`src/shared/spms_pkg.sv`:
```
// Purpose: Shared constants for the byte-wide SPI master/slave port.
// Assumes: An 8-bit special-function register bus with one-cycle strobes.
// Notes: Field positions refer to the control register; reset values are byte wide.

package spms_pkg;

    localparam logic [7:0] SPMS_ADDR_DATA = 8'hF7;
    localparam logic [7:0] SPMS_ADDR_CTRL = 8'hF8;

    localparam logic [7:0] SPMS_RST_DATA = 8'h00;
    localparam logic [7:0] SPMS_RST_CTRL = 8'h04;

    localparam int SPMS_BIT_DONE = 7;
    localparam int SPMS_BIT_WRITE_COLLISION_FLAG = 6;
    localparam int SPMS_BIT_SPE = 5;
    localparam int SPMS_BIT_MSTR = 4;
    localparam int SPMS_BIT_CLOCK_IDLE_LEVEL = 3;
    localparam int SPMS_BIT_CLOCK_PHASE_SELECT = 2;
    localparam int SPMS_BIT_RATE_HI = 1;
    localparam int SPMS_BIT_RATE_LO = 0;

    // Serial clock edges in one byte: two per bit.
    localparam logic [3:0] SPMS_LAST_EDGE = 4'hF;
    localparam logic [3:0] SPMS_BITS_PER_BYTE = 4'h8;

    typedef enum logic {
        SPMS_IDLE,
        SPMS_RUN
    } spms_state_type;

endpackage

```
`src/core/spms_port.sv`:
```
// Purpose: Byte-wide full-duplex SPI port selectable as master or slave, with its two registers.
// Assumes: Pins and register strobes are synchronous to CLK; the pin mux resolves the two-way pins.
// Notes: Received bytes pass a small buffer before reaching the data register, so a read never tears.

`timescale 1ns/1ps
`default_nettype none

//Contract
// - Done flag sets after each byte; cleared by writing it or reading data.
// - Writing data during a transfer sets the collision flag until software clears it.
// - Port-select bit gives the shared pins to SPI, else hands them to I2C.
// - Master-select set drives serial clock out; cleared makes it an input.
// - Clock idle level bit sets whether serial clock idles high or low.
// - Phase bit set launches on leading edge; cleared launches on trailing edge.
// - Master bit rate is core clock over 2, 4, 8 or 16 by code.
// - In slave mode the low rate bit reads back the slave-select pin.
// - Each master data write made while not busy produces exactly eight serial clock periods.
// - Master mode ignores the slave-select input entirely.
// - Master shifts a bit out on MOSI and samples MISO every period.
// - After eighth master clock, copy received byte to data and set done.
// - Slave write loads the byte to send; each clock moves one bit each way.
// - Slave byte ends after eighth clock at phase one, or select high at zero.
// - Slave copies byte and sets done only after the byte fully completes.
// - Polarity and phase must match at master and slave.
// - Data write gives next byte to send; read returns last received byte.
// - Each transfer moves one byte each way, most significant bit first.
module spms_port
    import spms_pkg::*;
#(
    parameter int BUF_DEPTH = 2
) (
    input wire logic CLK, // Core clock, 200 MHz.
    input wire logic ARST_N, // Asynchronous reset, active low.
    input wire logic [7:0] SFR_ADDR, // Register address.
    input wire logic SFR_WR, // Register write strobe, one cycle.
    input wire logic SFR_RD, // Register read strobe, one cycle.
    input wire logic [7:0] SFR_WDATA, // Register write data.
    output logic [7:0] SFR_RDATA, // Read data, valid the cycle after the strobe.
    output logic IRQ_REQ, // Transfer-done request to the interrupt controller.
    output logic I2C_SEL, // High when the shared pins belong to I2C.
    input wire logic SCLK_I, // Serial clock pin level.
    output logic SCLK_O, // Serial clock drive value.
    output logic SCLK_OE, // Serial clock drive enable.
    input wire logic MOSI_I, // MOSI pin level.
    output logic MOSI_O, // MOSI drive value.
    output logic MOSI_OE, // MOSI drive enable.
    input wire logic MISO_I, // MISO pin level.
    output logic MISO_O, // MISO drive value.
    output logic MISO_OE, // MISO drive enable.
    input wire logic SS_N // Slave select, active low.
);

    localparam int PTR_W = (BUF_DEPTH > 1) ? $clog2(BUF_DEPTH) : 1;
    if (BUF_DEPTH < 2 || (BUF_DEPTH & (BUF_DEPTH - 1)) != 0) begin : g_bad_depth
        $error("BUF_DEPTH must be a power of two of at least two");
    end

    // Register state.
    logic [7:0] data_q, data_d, rdata_q, rdata_d;
    logic done_q, done_d, write_collision_flag_q, write_collision_flag_d, spe_q, spe_d, mstr_q, mstr_d, clock_idle_level_q, clock_idle_level_d, clock_phase_select_q, clock_phase_select_d;
    logic [1:0] rate_q, rate_d;

    // Engine state.
    spms_state_type state_q, state_d;
    logic pend_q, pend_d, out_q, out_d, sclk_q, sclk_d, sclk_prev_q;
    logic [7:0] tx_q, tx_d, rx_q, rx_d;
    logic [2:0] hc_q, hc_d;
    logic [3:0] edge_q, edge_d, bits_q, bits_d;
    logic sclk_oe_q, mosi_oe_q, miso_oe_q, i2c_q;

    // Receive buffer state.
    logic [7:0] buf_mem_q [BUF_DEPTH];
    logic [PTR_W-1:0] wr_ptr_q, rd_ptr_q;
    logic [PTR_W:0] cnt_q, cnt_d;

    logic wr_data, wr_ctrl, rd_data, rd_ctrl;
    logic busy, push, pop, buf_ready;
    logic [7:0] push_data;
    logic [2:0] half_m1;
    logic slave_act, s_edge, s_lead, s_sample, s_launch;

    assign wr_data = SFR_WR && SFR_ADDR == SPMS_ADDR_DATA;
    assign wr_ctrl = SFR_WR && SFR_ADDR == SPMS_ADDR_CTRL;
    assign rd_data = SFR_RD && SFR_ADDR == SPMS_ADDR_DATA;
    assign rd_ctrl = SFR_RD && SFR_ADDR == SPMS_ADDR_CTRL;

    // Master half period in core cycles is 1, 2, 4 or 8.
    assign half_m1 = 3'((4'h1 << rate_q) - 4'h1);

    assign busy = mstr_q ? (pend_q || state_q == SPMS_RUN) : (bits_q != 4'h0);
    assign buf_ready = cnt_q != (PTR_W + 1)'(BUF_DEPTH);
    // A data read in progress holds the data register still for that cycle.
    assign pop = cnt_q != '0 && !rd_data;

    assign slave_act = spe_q && !mstr_q && !SS_N;
    assign s_edge = slave_act && SCLK_I != sclk_prev_q;
    assign s_lead = SCLK_I != clock_idle_level_q;
    assign s_sample = s_edge && (s_lead == !clock_phase_select_q);
    assign s_launch = s_edge && (s_lead == clock_phase_select_q);

    always_comb begin
        data_d = data_q;
        done_d = done_q;
        write_collision_flag_d = write_collision_flag_q;
        spe_d = spe_q;
        mstr_d = mstr_q;
        clock_idle_level_d = clock_idle_level_q;
        clock_phase_select_d = clock_phase_select_q;
        rate_d = rate_q;
        rdata_d = 8'h00;
        if (wr_ctrl) begin
            done_d = SFR_WDATA[SPMS_BIT_DONE];
            write_collision_flag_d = SFR_WDATA[SPMS_BIT_WRITE_COLLISION_FLAG];
            spe_d = SFR_WDATA[SPMS_BIT_SPE];
            mstr_d = SFR_WDATA[SPMS_BIT_MSTR];
            clock_idle_level_d = SFR_WDATA[SPMS_BIT_CLOCK_IDLE_LEVEL];
            clock_phase_select_d = SFR_WDATA[SPMS_BIT_CLOCK_PHASE_SELECT];
            rate_d = SFR_WDATA[SPMS_BIT_RATE_HI:SPMS_BIT_RATE_LO];
        end
        if (rd_data) begin
            done_d = 1'b0;
            rdata_d = data_q;
        end else if (rd_ctrl) begin
            rdata_d = {done_q, write_collision_flag_q, spe_q, mstr_q, clock_idle_level_q, clock_phase_select_q, rate_q[1],
                       mstr_q ? rate_q[0] : SS_N};
        end
        if (wr_data && busy) begin
            write_collision_flag_d = 1'b1;
        end
        // Hardware sets win over a clear in the same cycle.
        if (pop) begin
            data_d = buf_mem_q[rd_ptr_q];
            done_d = 1'b1;
        end
    end

    always_ff @(posedge CLK or negedge ARST_N) begin
        if (!ARST_N) begin
            data_q <= SPMS_RST_DATA;
            done_q <= SPMS_RST_CTRL[SPMS_BIT_DONE];
            write_collision_flag_q <= SPMS_RST_CTRL[SPMS_BIT_WRITE_COLLISION_FLAG];
            spe_q <= SPMS_RST_CTRL[SPMS_BIT_SPE];
            mstr_q <= SPMS_RST_CTRL[SPMS_BIT_MSTR];
            clock_idle_level_q <= SPMS_RST_CTRL[SPMS_BIT_CLOCK_IDLE_LEVEL];
            clock_phase_select_q <= SPMS_RST_CTRL[SPMS_BIT_CLOCK_PHASE_SELECT];
            rate_q <= SPMS_RST_CTRL[SPMS_BIT_RATE_HI:SPMS_BIT_RATE_LO];
            rdata_q <= 8'h00;
        end else begin
            data_q <= data_d;
            done_q <= done_d;
            write_collision_flag_q <= write_collision_flag_d;
            spe_q <= spe_d;
            mstr_q <= mstr_d;
            clock_idle_level_q <= clock_idle_level_d;
            clock_phase_select_q <= clock_phase_select_d;
            rate_q <= rate_d;
            rdata_q <= rdata_d;
        end
    end

    always_comb begin
        state_d = state_q;
        pend_d = pend_q;
        tx_d = tx_q;
        rx_d = rx_q;
        out_d = out_q;
        sclk_d = clock_idle_level_q;
        hc_d = hc_q;
        edge_d = edge_q;
        bits_d = bits_q;
        push = 1'b0;
        push_data = rx_q;
        if (!spe_q) begin
            // Port handed to I2C: abandon any byte in flight.
            state_d = SPMS_IDLE;
            pend_d = 1'b0;
            bits_d = 4'h0;
        end else if (mstr_q) begin
            bits_d = 4'h0;
            case (state_q)
                SPMS_IDLE: begin
                    if (wr_data && !pend_q) begin
                        tx_d = SFR_WDATA;
                        pend_d = 1'b1;
                    end
                    // The start waits for room so no received byte can be dropped.
                    if (pend_q && buf_ready) begin
                        pend_d = 1'b0;
                        state_d = SPMS_RUN;
                        out_d = tx_q[7];
                        hc_d = 3'h0;
                        edge_d = 4'h0;
                    end
                end
                SPMS_RUN: begin
                    sclk_d = sclk_q;
                    hc_d = hc_q + 3'h1;
                    if (hc_q == half_m1) begin
                        hc_d = 3'h0;
                        sclk_d = !sclk_q;
                        edge_d = edge_q + 4'h1;
                        // Even edges lead, odd edges trail.
                        if (edge_q[0] == clock_phase_select_q) begin
                            rx_d = {rx_q[6:0], MISO_I};
                        end else if (edge_q != SPMS_LAST_EDGE) begin
                            out_d = clock_phase_select_q ? tx_q[7] : tx_q[6];
                            tx_d = {tx_q[6:0], 1'b0};
                        end
                        if (edge_q == SPMS_LAST_EDGE) begin
                            state_d = SPMS_IDLE;
                            push = 1'b1;
                            push_data = rx_d;
                        end
                    end
                end
                default: begin
                    state_d = SPMS_IDLE;
                end
            endcase
        end else begin
            state_d = SPMS_IDLE;
            pend_d = 1'b0;
            if (wr_data && bits_q == 4'h0) begin
                tx_d = SFR_WDATA;
            end
            if (s_sample) begin
                rx_d = {rx_q[6:0], MOSI_I};
                bits_d = bits_q + 4'h1;
                if (clock_phase_select_q && bits_q == SPMS_BITS_PER_BYTE - 4'h1) begin
                    bits_d = 4'h0;
                    push = 1'b1;
                    push_data = rx_d;
                end
            end
            if (s_launch && (bits_q != 4'h0 || clock_phase_select_q)) begin
                out_d = clock_phase_select_q ? tx_q[7] : tx_q[6];
                tx_d = {tx_q[6:0], 1'b0};
            end else if (bits_q == 4'h0 && !wr_data) begin
                out_d = tx_q[7];
            end
            if (!clock_phase_select_q && SS_N && bits_q != 4'h0) begin
                // A short frame is discarded rather than reported.
                bits_d = 4'h0;
                push = bits_q == SPMS_BITS_PER_BYTE;
            end
        end
    end

    always_ff @(posedge CLK or negedge ARST_N) begin
        if (!ARST_N) begin
            state_q <= SPMS_IDLE;
            pend_q <= 1'b0;
            tx_q <= 8'h00;
            rx_q <= 8'h00;
            out_q <= 1'b0;
            sclk_q <= 1'b0;
            hc_q <= 3'h0;
            edge_q <= 4'h0;
            bits_q <= 4'h0;
            sclk_prev_q <= 1'b0;
            sclk_oe_q <= 1'b0;
            mosi_oe_q <= 1'b0;
            miso_oe_q <= 1'b0;
            i2c_q <= 1'b1;
        end else begin
            state_q <= state_d;
            pend_q <= pend_d;
            tx_q <= tx_d;
            rx_q <= rx_d;
            out_q <= out_d;
            sclk_q <= sclk_d;
            hc_q <= hc_d;
            edge_q <= edge_d;
            bits_q <= bits_d;
            sclk_prev_q <= SCLK_I;
            sclk_oe_q <= spe_q && mstr_q;
            mosi_oe_q <= spe_q && mstr_q;
            miso_oe_q <= spe_q && !mstr_q && !SS_N;
            i2c_q <= !spe_q;
        end
    end

    always_comb begin
        cnt_d = cnt_q;
        if (push && buf_ready && !pop) begin
            cnt_d = cnt_q + 1'b1;
        end else if (pop && !(push && buf_ready)) begin
            cnt_d = cnt_q - 1'b1;
        end
    end

    always_ff @(posedge CLK or negedge ARST_N) begin
        if (!ARST_N) begin
            wr_ptr_q <= '0;
            rd_ptr_q <= '0;
            cnt_q <= '0;
            for (int i = 0; i < BUF_DEPTH; i++) begin
                buf_mem_q[i] <= 8'h00;
            end
        end else begin
            cnt_q <= cnt_d;
            if (push && buf_ready) begin
                buf_mem_q[wr_ptr_q] <= push_data;
                wr_ptr_q <= wr_ptr_q + 1'b1;
            end
            if (pop) begin
                rd_ptr_q <= rd_ptr_q + 1'b1;
            end
        end
    end

    assign SFR_RDATA = rdata_q;
    assign IRQ_REQ = done_q;
    assign I2C_SEL = i2c_q;
    assign SCLK_O = sclk_q;
    assign SCLK_OE = sclk_oe_q;
    assign MOSI_O = out_q;
    assign MOSI_OE = mosi_oe_q;
    assign MISO_O = out_q;
    assign MISO_OE = miso_oe_q;

    // Helper counters watched only by the checks below.
    logic [4:0] chk_toggles_q;
    logic [3:0] chk_gap_q;
    always_ff @(posedge CLK or negedge ARST_N) begin
        if (!ARST_N) begin
            chk_toggles_q <= 5'h00;
            chk_gap_q <= 4'h0;
        end else begin
            chk_toggles_q <= (state_q != SPMS_RUN) ? 5'h00 : chk_toggles_q + 5'(sclk_d != sclk_q);
            chk_gap_q <= (state_q != SPMS_RUN || sclk_d != sclk_q) ? 4'h0 : chk_gap_q + 4'h1;
        end
    end
endmodule // spms_port

`default_nettype wire

```
`config.mk`:
```
export PLATFORM = sky130hd
export DESIGN_NAME = spms_port
export DESIGN_NICKNAME = d
export VERILOG_FILES = /design/src/shared/spms_pkg.sv /design/src/core/spms_port.sv
export SDC_FILE = /design/constraint.sdc
export NUM_CORES = 1
export LEC_CHECK = 0
export BUFFER_PORTS_ARGS = -buffer_cell sky130_fd_sc_hd__clkbuf_2
export CAP_MARGIN = 10
export CELL_PAD_IN_SITES_DETAIL_PLACEMENT = 2
export CELL_PAD_IN_SITES_GLOBAL_PLACEMENT = 2
export CORE_ASPECT_RATIO = 0.5
export CORE_MARGIN = 1
export CORE_UTILIZATION = 31
export CTS_CLUSTER_SIZE = 20
export DETAILED_ROUTE_END_ITERATION = 7
export GPL_ROUTABILITY_DRIVEN = 0
export PLACE_DENSITY_LB_ADDON = 0.15
export RECOVER_POWER = 100
export SLEW_MARGIN = 20
export SYNTH_ARGS = -nofsm -noshare
export SYNTH_HDL_FRONTEND = slang
export SYNTH_SLANG_ARGS = --single-unit
```
`constraint.sdc`:
```
create_clock -name CLK -period 2.35 [get_ports CLK]
set_clock_uncertainty 0.05 [all_clocks]
set_input_delay 0.3525 -clock CLK [delete_from_list [all_inputs] [get_ports CLK]]
set_output_delay 0.3525 -clock CLK [all_outputs]
set_load 0.03 [all_outputs]
```
# Yosys cells after proc, flatten, opt, wreduce, memory -nomap -nowiden
# Cells that the tools add are included.
dict set report word_totals {
  wordCells 199
  out_inout_bits 16
  regBits 79
}
dict set report classes {
  n_bitwise 3
  muxes 80
  addsub 8
  n_lt_le_gt_ge 3
  n_eq_ne 26
  reduce_logical 51
  shift 1
}
# op count
set op_table {}
lappend op_table {{$mux W8} 25}
lappend op_table {{$mux W1} 37}
lappend op_table {{$mux W4} 7}
lappend op_table {{$logic_and A1 B1 Y1} 24}
lappend op_table {{$bwmux W16} 1}
lappend op_table {{$eq A8 B8 Y1 const B} 2}
lappend op_table {{$pmux W8 S2} 1}
lappend op_table {{$ne A3 B3 Y1 const B} 4}
lappend op_table {{$reduce_and A6 Y1} 2}
lappend op_table {{$logic_not A1 Y1} 10}
lappend op_table {{$reduce_bool A3 Y1} 3}
lappend op_table {{$add A4 B1 Y4 const B} 2}
lappend op_table {{$demux W8 S1} 1}
lappend op_table {{$eq A4 B4 Y1 const B} 2}
lappend op_table {{$pmux W4 S2} 1}
lappend op_table {{$reduce_and A4 Y1} 2}
lappend op_table {{$reduce_bool A2 Y1} 4}
lappend op_table {{$mux W3} 2}
lappend op_table {{$ne A2 B1 Y1 const B} 3}
lappend op_table {{$ne A3 B2 Y1 const B} 2}
lappend op_table {{$pmux W3 S2} 1}
lappend op_table {{$eq A4 B3 Y1 const B} 1}
lappend op_table {{$ge A2 B2 Y1 const B} 2}
lappend op_table {{$logic_not A4 Y1} 1}
lappend op_table {{23 further kinds} 32}

# Longest topological paths before layout
# Gate-level depths: netlist (run 1).
dict set report logic_depth {
  ltp_word 14
  depth_mapped 10
  mapped_depth_nobuf 10
}

# Worst setup path after synthesis (run 1)
# No wires, ideal clock.
dict set report synth_path {
  path_kind {register to register}
  from {register clock_phase_select_q}
  to {register buf_mem_q[12] in the netlist's numbering}
  arrival_time_ps 2386
  setup_ps 127
  slack_ps -213
  path_stages_with_launch 7
  period_less_slack_ps 2563
  cell_sequence {dfstp_2 clkbuf_1 xnor3_1 or3_1 o32ai_4 mux2_2 mux2_1}
}
dict set report synth_via {
  elab_chain_cells 8
  elab_cells_between_ends 22
}
# item line
set synth_rtl {}
lappend synth_rtl {{start: declaration} spms_port.sv:60} ;# logic done_q, done_d, write_collision_flag_q, write_collision_flag_d, spe_q, spe_d, mstr_q, mstr_d, clock_idle ...
lappend synth_rtl {{start signal: assignment} spms_port.sv:145} ;# clock_phase_select_q <= SPMS_RST_CTRL[SPMS_BIT_CLOCK_PHASE_SELECT];
lappend synth_rtl {{start signal: assignment} spms_port.sv:155} ;# clock_phase_select_q <= clock_phase_select_d;
lappend synth_rtl {{$eq A1 B1 Y1 / $logic_not A1 Y1 (equally long branches)} {spms_port.sv:203, spms_port.sv:98, spms_port.sv:241}}
lappend synth_rtl {{$mux W8 / $eq A1 B1 Y1 (equally long branches)} {spms_port.sv:203, spms_port.sv:98}}
lappend synth_rtl {{$mux W8 / $logic_and A1 B1 Y1 (equally long branches)} {spms_port.sv:209, spms_port.sv:98}}
lappend synth_rtl {{$mux W8 / $mux W1 (equally long branches)} {spms_port.sv:198, spms_port.sv:226}}
lappend synth_rtl {{$mux W8 / $mux W1 (equally long branches)} {spms_port.sv:180, spms_port.sv:241}}
lappend synth_rtl {{$mux W8 / $mux W1 (equally long branches)} spms_port.sv:178} ;# end else if (mstr_q) begin
lappend synth_rtl {{$mux W8 / $mux W1 (equally long branches)} spms_port.sv:173} ;# if (!spe_q) begin
lappend synth_rtl {{$bwmux W16 / $logic_and A1 B1 Y1 (equally long branches)} {spms_port.sv:303, spms_port.sv:302}}
lappend synth_rtl {{end signal: indexed assignment} spms_port.sv:303} ;# buf_mem_q[wr_ptr_q] <= push_data;
lappend synth_rtl {{end: declaration} spms_port.sv:72} ;# logic [7:0] buf_mem_q [BUF_DEPTH];
# Several ways; a longest one is shown, not always the timed one.
# A chain may end at the register's enable or synchronous reset.

# Final worst setup path (run 1)
dict set report layout_path {
  from {register bits_q[0]}
  to {register buf_mem_q[3] in the netlist's numbering}
}
dict set report layout_via {
  elab_chain_cells 8
  elab_cells_between_ends 16
}
# item line
set layout_rtl {}
lappend layout_rtl {{start: declaration} spms_port.sv:68} ;# logic [3:0] edge_q, edge_d, bits_q, bits_d;
lappend layout_rtl {{start signal: assignment} spms_port.sv:274} ;# bits_q <= bits_d;
lappend layout_rtl {{$eq A4 B3 Y1} spms_port.sv:229} ;# if (clock_phase_select_q && bits_q == SPMS_BITS_PER_BYTE - 4'h1) begin
lappend layout_rtl {{$logic_and A1 B1 Y1} spms_port.sv:229}
lappend layout_rtl {{$mux W1} spms_port.sv:229}
lappend layout_rtl {{$mux W1} spms_port.sv:226} ;# if (s_sample) begin
lappend layout_rtl {{$mux W1} spms_port.sv:241} ;# if (!clock_phase_select_q && SS_N && bits_q != 4'h0) begin
lappend layout_rtl {{$mux W1} spms_port.sv:178}
lappend layout_rtl {{$mux W1} spms_port.sv:173}
lappend layout_rtl {{$logic_and A1 B1 Y1} spms_port.sv:302} ;# if (push && buf_ready) begin
# Several ways; a longest one is shown, not always the timed one.

==> results of run 1 <==
state kept, by name, summed over array words and instances (netlist names), 2 cells and up:
register   count
SFR_RDATA      8
hc_q           3
tx_q           8
buf_mem_q     16
cnt_q          2
rx_q           8
edge_q         4
rate_q         2
bits_q         4
data_q         8
cell type report:
class	instances	area [sq um]	area share
Sequential cell	79	1979	0.3772
Tap cell	165	206.4	0.03934
Clock buffer	10	229.0	0.04363
Multi-Input combinational cell	220	2034	0.3877
Timing Repair Buffer	105	714.4	0.1361
Inverter	8	30.03	0.005722
Clock inverter	6	53.80	0.01025
per-layer routing:
layer | up-vias | GRT usage
met5 | - | 0
met4 | 0 | 0.06538
met3 | 18 | 0.04597
met2 | 27 | 0.3358
met1 | 1533 | 0.2425
li1 | 1366 | -
power by group:
group | switching, mW | internal [mW]
Sequential | 0.119 | 1.46
Clock | 0.622 | 0.735
Combinational | 0.284 | 0.227
Total | 1.02 | 2.42
worst max path at each step:
stage / start / endpoint / cells after the start
finish: bits_q[0] / buf_mem_q[3] / 11
global route: bits_q[0] / cnt_q[1] / 12
CTS: rate_q[1] / cnt_q[1] / 10
detailed placement: bits_q[1] / cnt_q[1] / 11
global placement: bits_q[1] / tx_q[1] / 9
floorplan: rate_q[0] / buf_mem_q[12] / 7
synthesized netlist by cell type (all sizes together) (4+ instances only):
library cell  number
nor2b              4
nand3              6
nand4b             4
nand2b             6
clkbuf             7
o21ai             10
mux2              56
dfrtp             77
nand2             16
xor2               6
ha                 5
a22o              13
xnor2              6
a21oi             15
mux2i             10
nor2              24
buf                5
inv                8
stage by stage:
stage / hold slack (ns) / total power [mW] / worst slack (ns) / std cells
5_1_grt: 0.2179 / 3.596 / -0.2929 / 593
4_1_cts: 0.1953 / 3.476 / -0.1883 / 587
6_report: 0.2163 / 3.446 / -0.2040 / 593
3_5_place_dp: 0.3262 / 2.077 / -0.2670 / 559
3_3_place_gp: 0.3114 / 2.035 / -0.1183 / 559
2_1_floorplan: 0.006909 / 1.861 / -0.1506 / 319
what timing repair did:
item                                    4_1_cts  5_1_grt
cloned                                        0        0
pin swaps                                    11       14
endpoints found under the setup margin       28       36
hold endpoints to repair                     40        0
buffers inserted                             11        7
hold buffers                                  1        0
resized for setup                            45       29
critical path: stages (launching register included):
cell and delay [ns]:
dfrtp_1 0.40, inv_2 0.09, ha_4 0.15, or3b_4 0.38, and3_4 0.17, o21ai_4 0.17
o41ai_4 0.10, buf_4 0.18, buf_4 0.13, buf_4 0.15, nand2_8 0.12, mux2_2 0.35
kinds of logic (layout without fill, tap and decap cells):
kind of cell             after synthesis  in the layout
AO/OA/AOI/OAI                         55             55
XOR/XNOR                              13             13
adder cells (fa/ha/maj)                5              5
buffers and inverters                 20            129
flip-flops                            79             79
multiplexers                          66             66
AND/OR/NAND/NOR                       81             81
==> results.md, run 1 <==
* Met2 WL post-DR at a little under 6000 um
* Commonest non-fill, non-tap cell in the layout: dfrtp_1
* Iter 0 DRT Violations at 86
* Area leader, netlist: dfrtp_1
* Die footprint at 12880 sq um
* Router iterations before antenna repair at 4
* Largest net degree at the start of global routing at 42
* Sink count of the clock tree at 79
* Yosys warning total at 0
* Reg2reg setup slack at -0.20 ns
* Max Slew Vio Count at 0
* # DRC at 0
* Pwr/cell area at 656.7 nW/um^2
* CTS H-tree depth at 3
* Final setup viols at 32
* Die width at around 160 um
* Initial Utilization at 0.3218
* Hold Path End: sclk_prev_q
* Synth cell types at 53
* Yosys reg bits at 79
* Clock Latency Late Sink at roughly 0.34 ns
* Fmax at 391.5 MHz
* RSZ-0062 raised after global routing: yes
* CP Max Fanout at 8
* Core Box Area at 11950 sq um
* Post-synth EDFFs at 0
* Max-cap violations at 0
* Post-Syn Area at around 3800 sq um
* Placement row count at 28
* Total CTS buffers at 9
* DRT met1 WL at 5536 um
* Predominant post-synthesis flop cell: dfrtp_1
* Crit path capture type: register
* Setup crit start kind: register
* Failing checks: negative setup slack
* Final Util at 0.4393
* Synth Area in Compound Gates at 0.1093
* Antenna-violating nets left at 0
* Largest family of logic cells by synthesized area: multiplexers
* TritonCTS clock tree: yes
* First-pass GRT wire length at 18750 um
* Vias at 2944
* Vias in the first global route at 3316
* Chip Height at 80.75 um
* Detailed Route WL at 11960 um
* Post-route cell area at 5248 sq um
* Most area-consuming cells after synthesis: dfrtp_1 50%, mux2_2 16%, a22o_1 3.0%
* Syn_nets at 348
* RR Endpoint: buf_mem_q[3]
* Buffers on Ports at 39
* Simple logic cell fraction of the synthesized area at 0.1119
* Kind of critical path: reg -> reg
* CP required at 2.53 ns
* Final Critical Period at between 2 and 3 ns
* Diodes inserted at 0
* Synth Area per Inst at ~12 sq um
* Drt wl/cell at 20.17 um
* Via/cell ratio at 4.965
* CTS max path bufs at 2
* Worst r2r src: bits_q[0]
* FF-to-FF path depth at 11
* XOR/XNOR share of the synthesized area at 0.03319
* Post-synthesis adder-cell area fraction at 0.01627
* Initial antenna violation count at 0
* Post-synthesis mux area share at 0.1900
* Post-synth ARST share at 1.000
* VDD IR max at 0.0003561 V
* DP Wirelength at 8170 um
* Gr usage total at 0.1941
* Max-slew headroom at 0.3149
* Layout area overhead at 36.48%
* Final TNS setup at -4.559 ns
* Total grt overflow at 0
* Most frequent cells in the layout: 77 x dfrtp_1, 44 x buf_4, 32 x mux2_4, 25 x clkbuf_1, 24 x nor2_1
* Layout cells sized above 1 at 0.4159
* WP data arrival at 2.74 ns
* Top Metal Used: met4
* Layout net count at about 450
* Root buf cell: clkbuf_16
* Yosys top cell area share at 0.5011
* Worst-path clk slew at 0.07 ns
* Final hold violation count at 0
* IO Count at 40
* Layout fillers at about 1200
* Final worst path period share at 1.087
* Sequential share of the synthesized area at 0.5148
* Hold_sp: SCLK_I
* Outcome: finished with violations
* Leak at around 2.5 nW
* Met3 WL at 264 um
* Type of the worst min-delay path: in -> reg
* Placed instance area at 4602 sq um
* Cells on Worst Hold Path at 2
* Synth Instances at 319
* Final Worst Setup Slack at -0.2040 ns
* Worst Tran Pin Value at 1.028 ns
No activity file was read; power rests on OpenSTA's default activity.
==> run 2, diff against run 1 <==
--- a/config.mk
+++ b/config.mk
@@ -11,7 +11,7 @@
 export CELL_PAD_IN_SITES_GLOBAL_PLACEMENT = 2
 export CORE_ASPECT_RATIO = 0.5
 export CORE_MARGIN = 1
-export CORE_UTILIZATION = 31
+export CORE_UTILIZATION = 36
 export CTS_CLUSTER_SIZE = 20
 export DETAILED_ROUTE_END_ITERATION = 7
 export GPL_ROUTABILITY_DRIVEN = 0
==> results.md, run 2 (same netlist as run 1, synthesis figures left out) <==
* Largest net degree at the start of global routing at 63 (was 42)
* Failing checks: max-capacitance violations, max-slew violations, negative setup slack (was negative setup slack)
* Chip Height at 75.08 um (was 80.75 um)
* Gr usage total at 0.2403 (was 0.1941)
* Kind of critical path: reg -> reg (unchanged)
* CP required at 2.53 ns (about the same)
* Initial antenna violation count at 0 (unchanged)
* Buffers on Ports at 39 (unchanged)
* Slowest stage delay, CP at 0.56 ns (was 0.40 ns)
* Worst slack, placed at -0.2907 ns (was -0.2670 ns)
* Most frequent cells in the layout: 77 x dfrtp_1, 48 x buf_4, 33 x mux2_2 (was 77 x dfrtp_1, 44 x buf_4, 32 x mux2_4, 25 x clkbuf_1, 24 x nor2_1)
* Sink count of the clock tree at 79 (unchanged)
* Detailed Route WL at 12410 um (was 11960 um)
* Layout net count at 445 (was 452)
* Clock share of power at 0.418 (was 0.394)
* Reg power frac at 0.443 (was 0.458)
* Max-cap violations at 1 (was 0)
* WP data arrival at 2.69 ns (was 2.74 ns)
* Crit path max-delay cell type: or4_4 (was dfrtp_1)
* Worst Tran Pin Value at 1.592 ns (was 1.028 ns)
* TritonCTS clock tree: yes (unchanged)
* Gate power share at 0.139 (was 0.148)
* Total CTS buffers at 9 (unchanged)
* Setup crit start kind: register (unchanged)
* Sw frac at 0.2821 (was 0.2972)
* DP Wirelength at 8279 um (was 8170 um)
* Diodes inserted at 0 (unchanged)
* Outcome: finished with violations (unchanged)
* VDD IR max at 0.0004383 V (was 0.0003561 V)
* Switching power at 1.007 mW (was 1.024 mW)
* Layout area overhead at 32.35% (was 36.48%)
* Leak at 2.438 nW (was 2.506 nW)
* Max Slew Vio Count at 63 (was 0)
* RSZ-0062 raised after global routing: yes (unchanged)
* Final hold violation count at 0 (unchanged)
* Root buf cell: clkbuf_16 (unchanged)
* Crit path capture type: register (unchanged)
* Most flops, register: buf_mem_q (unchanged)
* Final Worst Setup Slack at -0.1563 ns (was -0.2040 ns)
* IO Count at 40 (unchanged)
* CP Max Fanout at 8 (unchanged)
* Core Box Area at 10280 sq um (was 11950 sq um)
* # DRC at 0 (unchanged)
* Total grt overflow at 0 (unchanged)
* CTS max path bufs at 2 (unchanged)
* Hold_buf cts at 0 (was 1)
* Largest register FFs at 16 (unchanged)
* Power Total at 3.568 mW (was 3.446 mW)
* Fmax at 399.0 MHz (was 391.5 MHz)
* Die footprint at 11120 sq um (was 12880 sq um)
* Commonest non-fill, non-tap cell in the layout: dfrtp_1 (unchanged)
* Final worst path period share at 1.067 (was 1.087)
* Pwr/cell area at 701.2 nW/um^2 (was 656.7 nW/um^2)
* Clock Latency Late Sink at 0.35 ns (was 0.34 ns)
* Placement row count at 26 (was 28)
* Via/cell ratio at 5.235 (was 4.965)
* Crit-path cells: or4_4, a21oi_4, a31oi_4, o41ai_4, nor2b_4, buf_8, mux2_4 (was inv_2, ha_4, or3b_4, and3_4, o21ai_4, o41ai_4, buf_4, buf_4, buf_4, nand2_8, mux2_2)
* Final Util at 0.4950 (was 0.4393)
* CTS H-tree depth at 3 (unchanged)
* Vias at 2937 (was 2944)
* Final setup viols at 18 (was 32)
* Initial Utilization at 0.3740 (was 0.3218)
* Final Critical Period at 2.506 ns (was 2.554 ns)
* Antenna-violating nets left at 0 (unchanged)
* Placed instance area at 4566 sq um (was 4602 sq um)
* Type of the worst min-delay path: in -> reg (unchanged)
* Iter 0 DRT Violations at 92 (was 86)
* Max-slew headroom at -0.06114 (was 0.3149)
* Final TNS setup at -2.005 ns (was -4.559 ns)
* Die width at 148.2 um (was 159.5 um)
* Layout cells sized above 1 at 0.4014 (was 0.4159)
* Vias in the first global route at 3399 (was 3316)
* Router iterations before antenna repair at 4 (unchanged)
* Worst-path clk slew at 0.07 ns (about the same)
* Internal at 2.562 mW (was 2.422 mW)
* First-pass GRT wire length at 19320 um (was 18750 um)
* Post-route cell area at 5089 sq um (was 5248 sq um)
* Drt wl/cell at 22.11 um (was 20.17 um)
-- run 2: cell count changes in the layout (fill, tap and decap cells not counted), moves of 3 or more --
cell and delta:
buf_4 +4, mux2_2 +11, mux2_4 -9, nand2_1 +3, buf_6 -9, nand2_2 -3
-- run 2: path summary, 6_finish.rpt --
path                            slack (ns)              endpoint          from  cells past startpoint
worst max-delay path                 -0.16         buf_mem_q[13]     rate_q[0]                      7
worst min-delay path                  0.22  clock_phase_select_q  SFR_WDATA[2]                      2
worst max register to register       -0.16         buf_mem_q[13]     rate_q[0]                      7
worst min register to register        0.46          SFR_RDATA[5]     data_q[5]                      1
max in group asynchronous             0.71          SFR_RDATA[1]        ARST_N                      2
min in group asynchronous             0.35               rx_q[3]        ARST_N                      1
-- run 2: power by group through the flow --
| stage | Combinational [mW] | Clock [mW] | Sequential [mW] |
|---|---|---|---|
| 3_3_place_gp | 0.442 | 0 | 1.59 |
| 6_report | 0.496 | 1.49 | 1.58 |
| 2_1_floorplan | 0.321 | 0 | 1.54 |
| 3_5_place_dp | 0.471 | 0 | 1.60 |
| 5_1_grt | 0.546 | 1.58 | 1.59 |
| 4_1_cts | 0.496 | 1.52 | 1.57 |
-- run 2: routing by layer --
layer / GRT usage / up-vias / wire, um
li1: - / 1351 / -
met1: 0.2866 / 1546 / 5574
met2: 0.4439 / 25 / 6412
met3: 0.05030 / 15 / 242
met4: 0.07789 / 0 / 176
met5: 0 / - / 0
-- run 2: cell type report --
| type | count | area [sq um] |
|---|---|---|
| inverter | 8 | 30.03 |
| fill | 1048 | 5191 |
| clock inverter | 5 | 62.56 |
| multi-input combinational | 220 | 1952 |
| timing repair buffer | 98 | 636.9 |
| clock buffer | 11 | 252.7 |
| sequential | 79 | 1979 |
| tap | 140 | 175.2 |
-- run 2: worst max-delay path: cells and delay by family (launching register included) --
family	cells	cell delay, ns
compound gates	3	0.67
buf+inv	1	0.16
flops	1	0.39
mux	1	0.31
simple gates	2	0.81
-- run 2: repair_timing --
action                     4_1_cts  5_1_grt
setup endpoints to repair       27       34
pin swaps                        7        9
resized for setup               27       18
setup buffers                    8        4
hold endpoints to repair         0        0
-- run 2: per-stage QoR --
step / hold WS, ns / std cells
2_1_floorplan: 0.006909 / 319
3_3_place_gp: 0.4223 / 535
3_5_place_dp: 0.4343 / 535
4_1_cts: 0.08400 / 559
5_1_grt: 0.2230 / 561
6_report: 0.2162 / 561
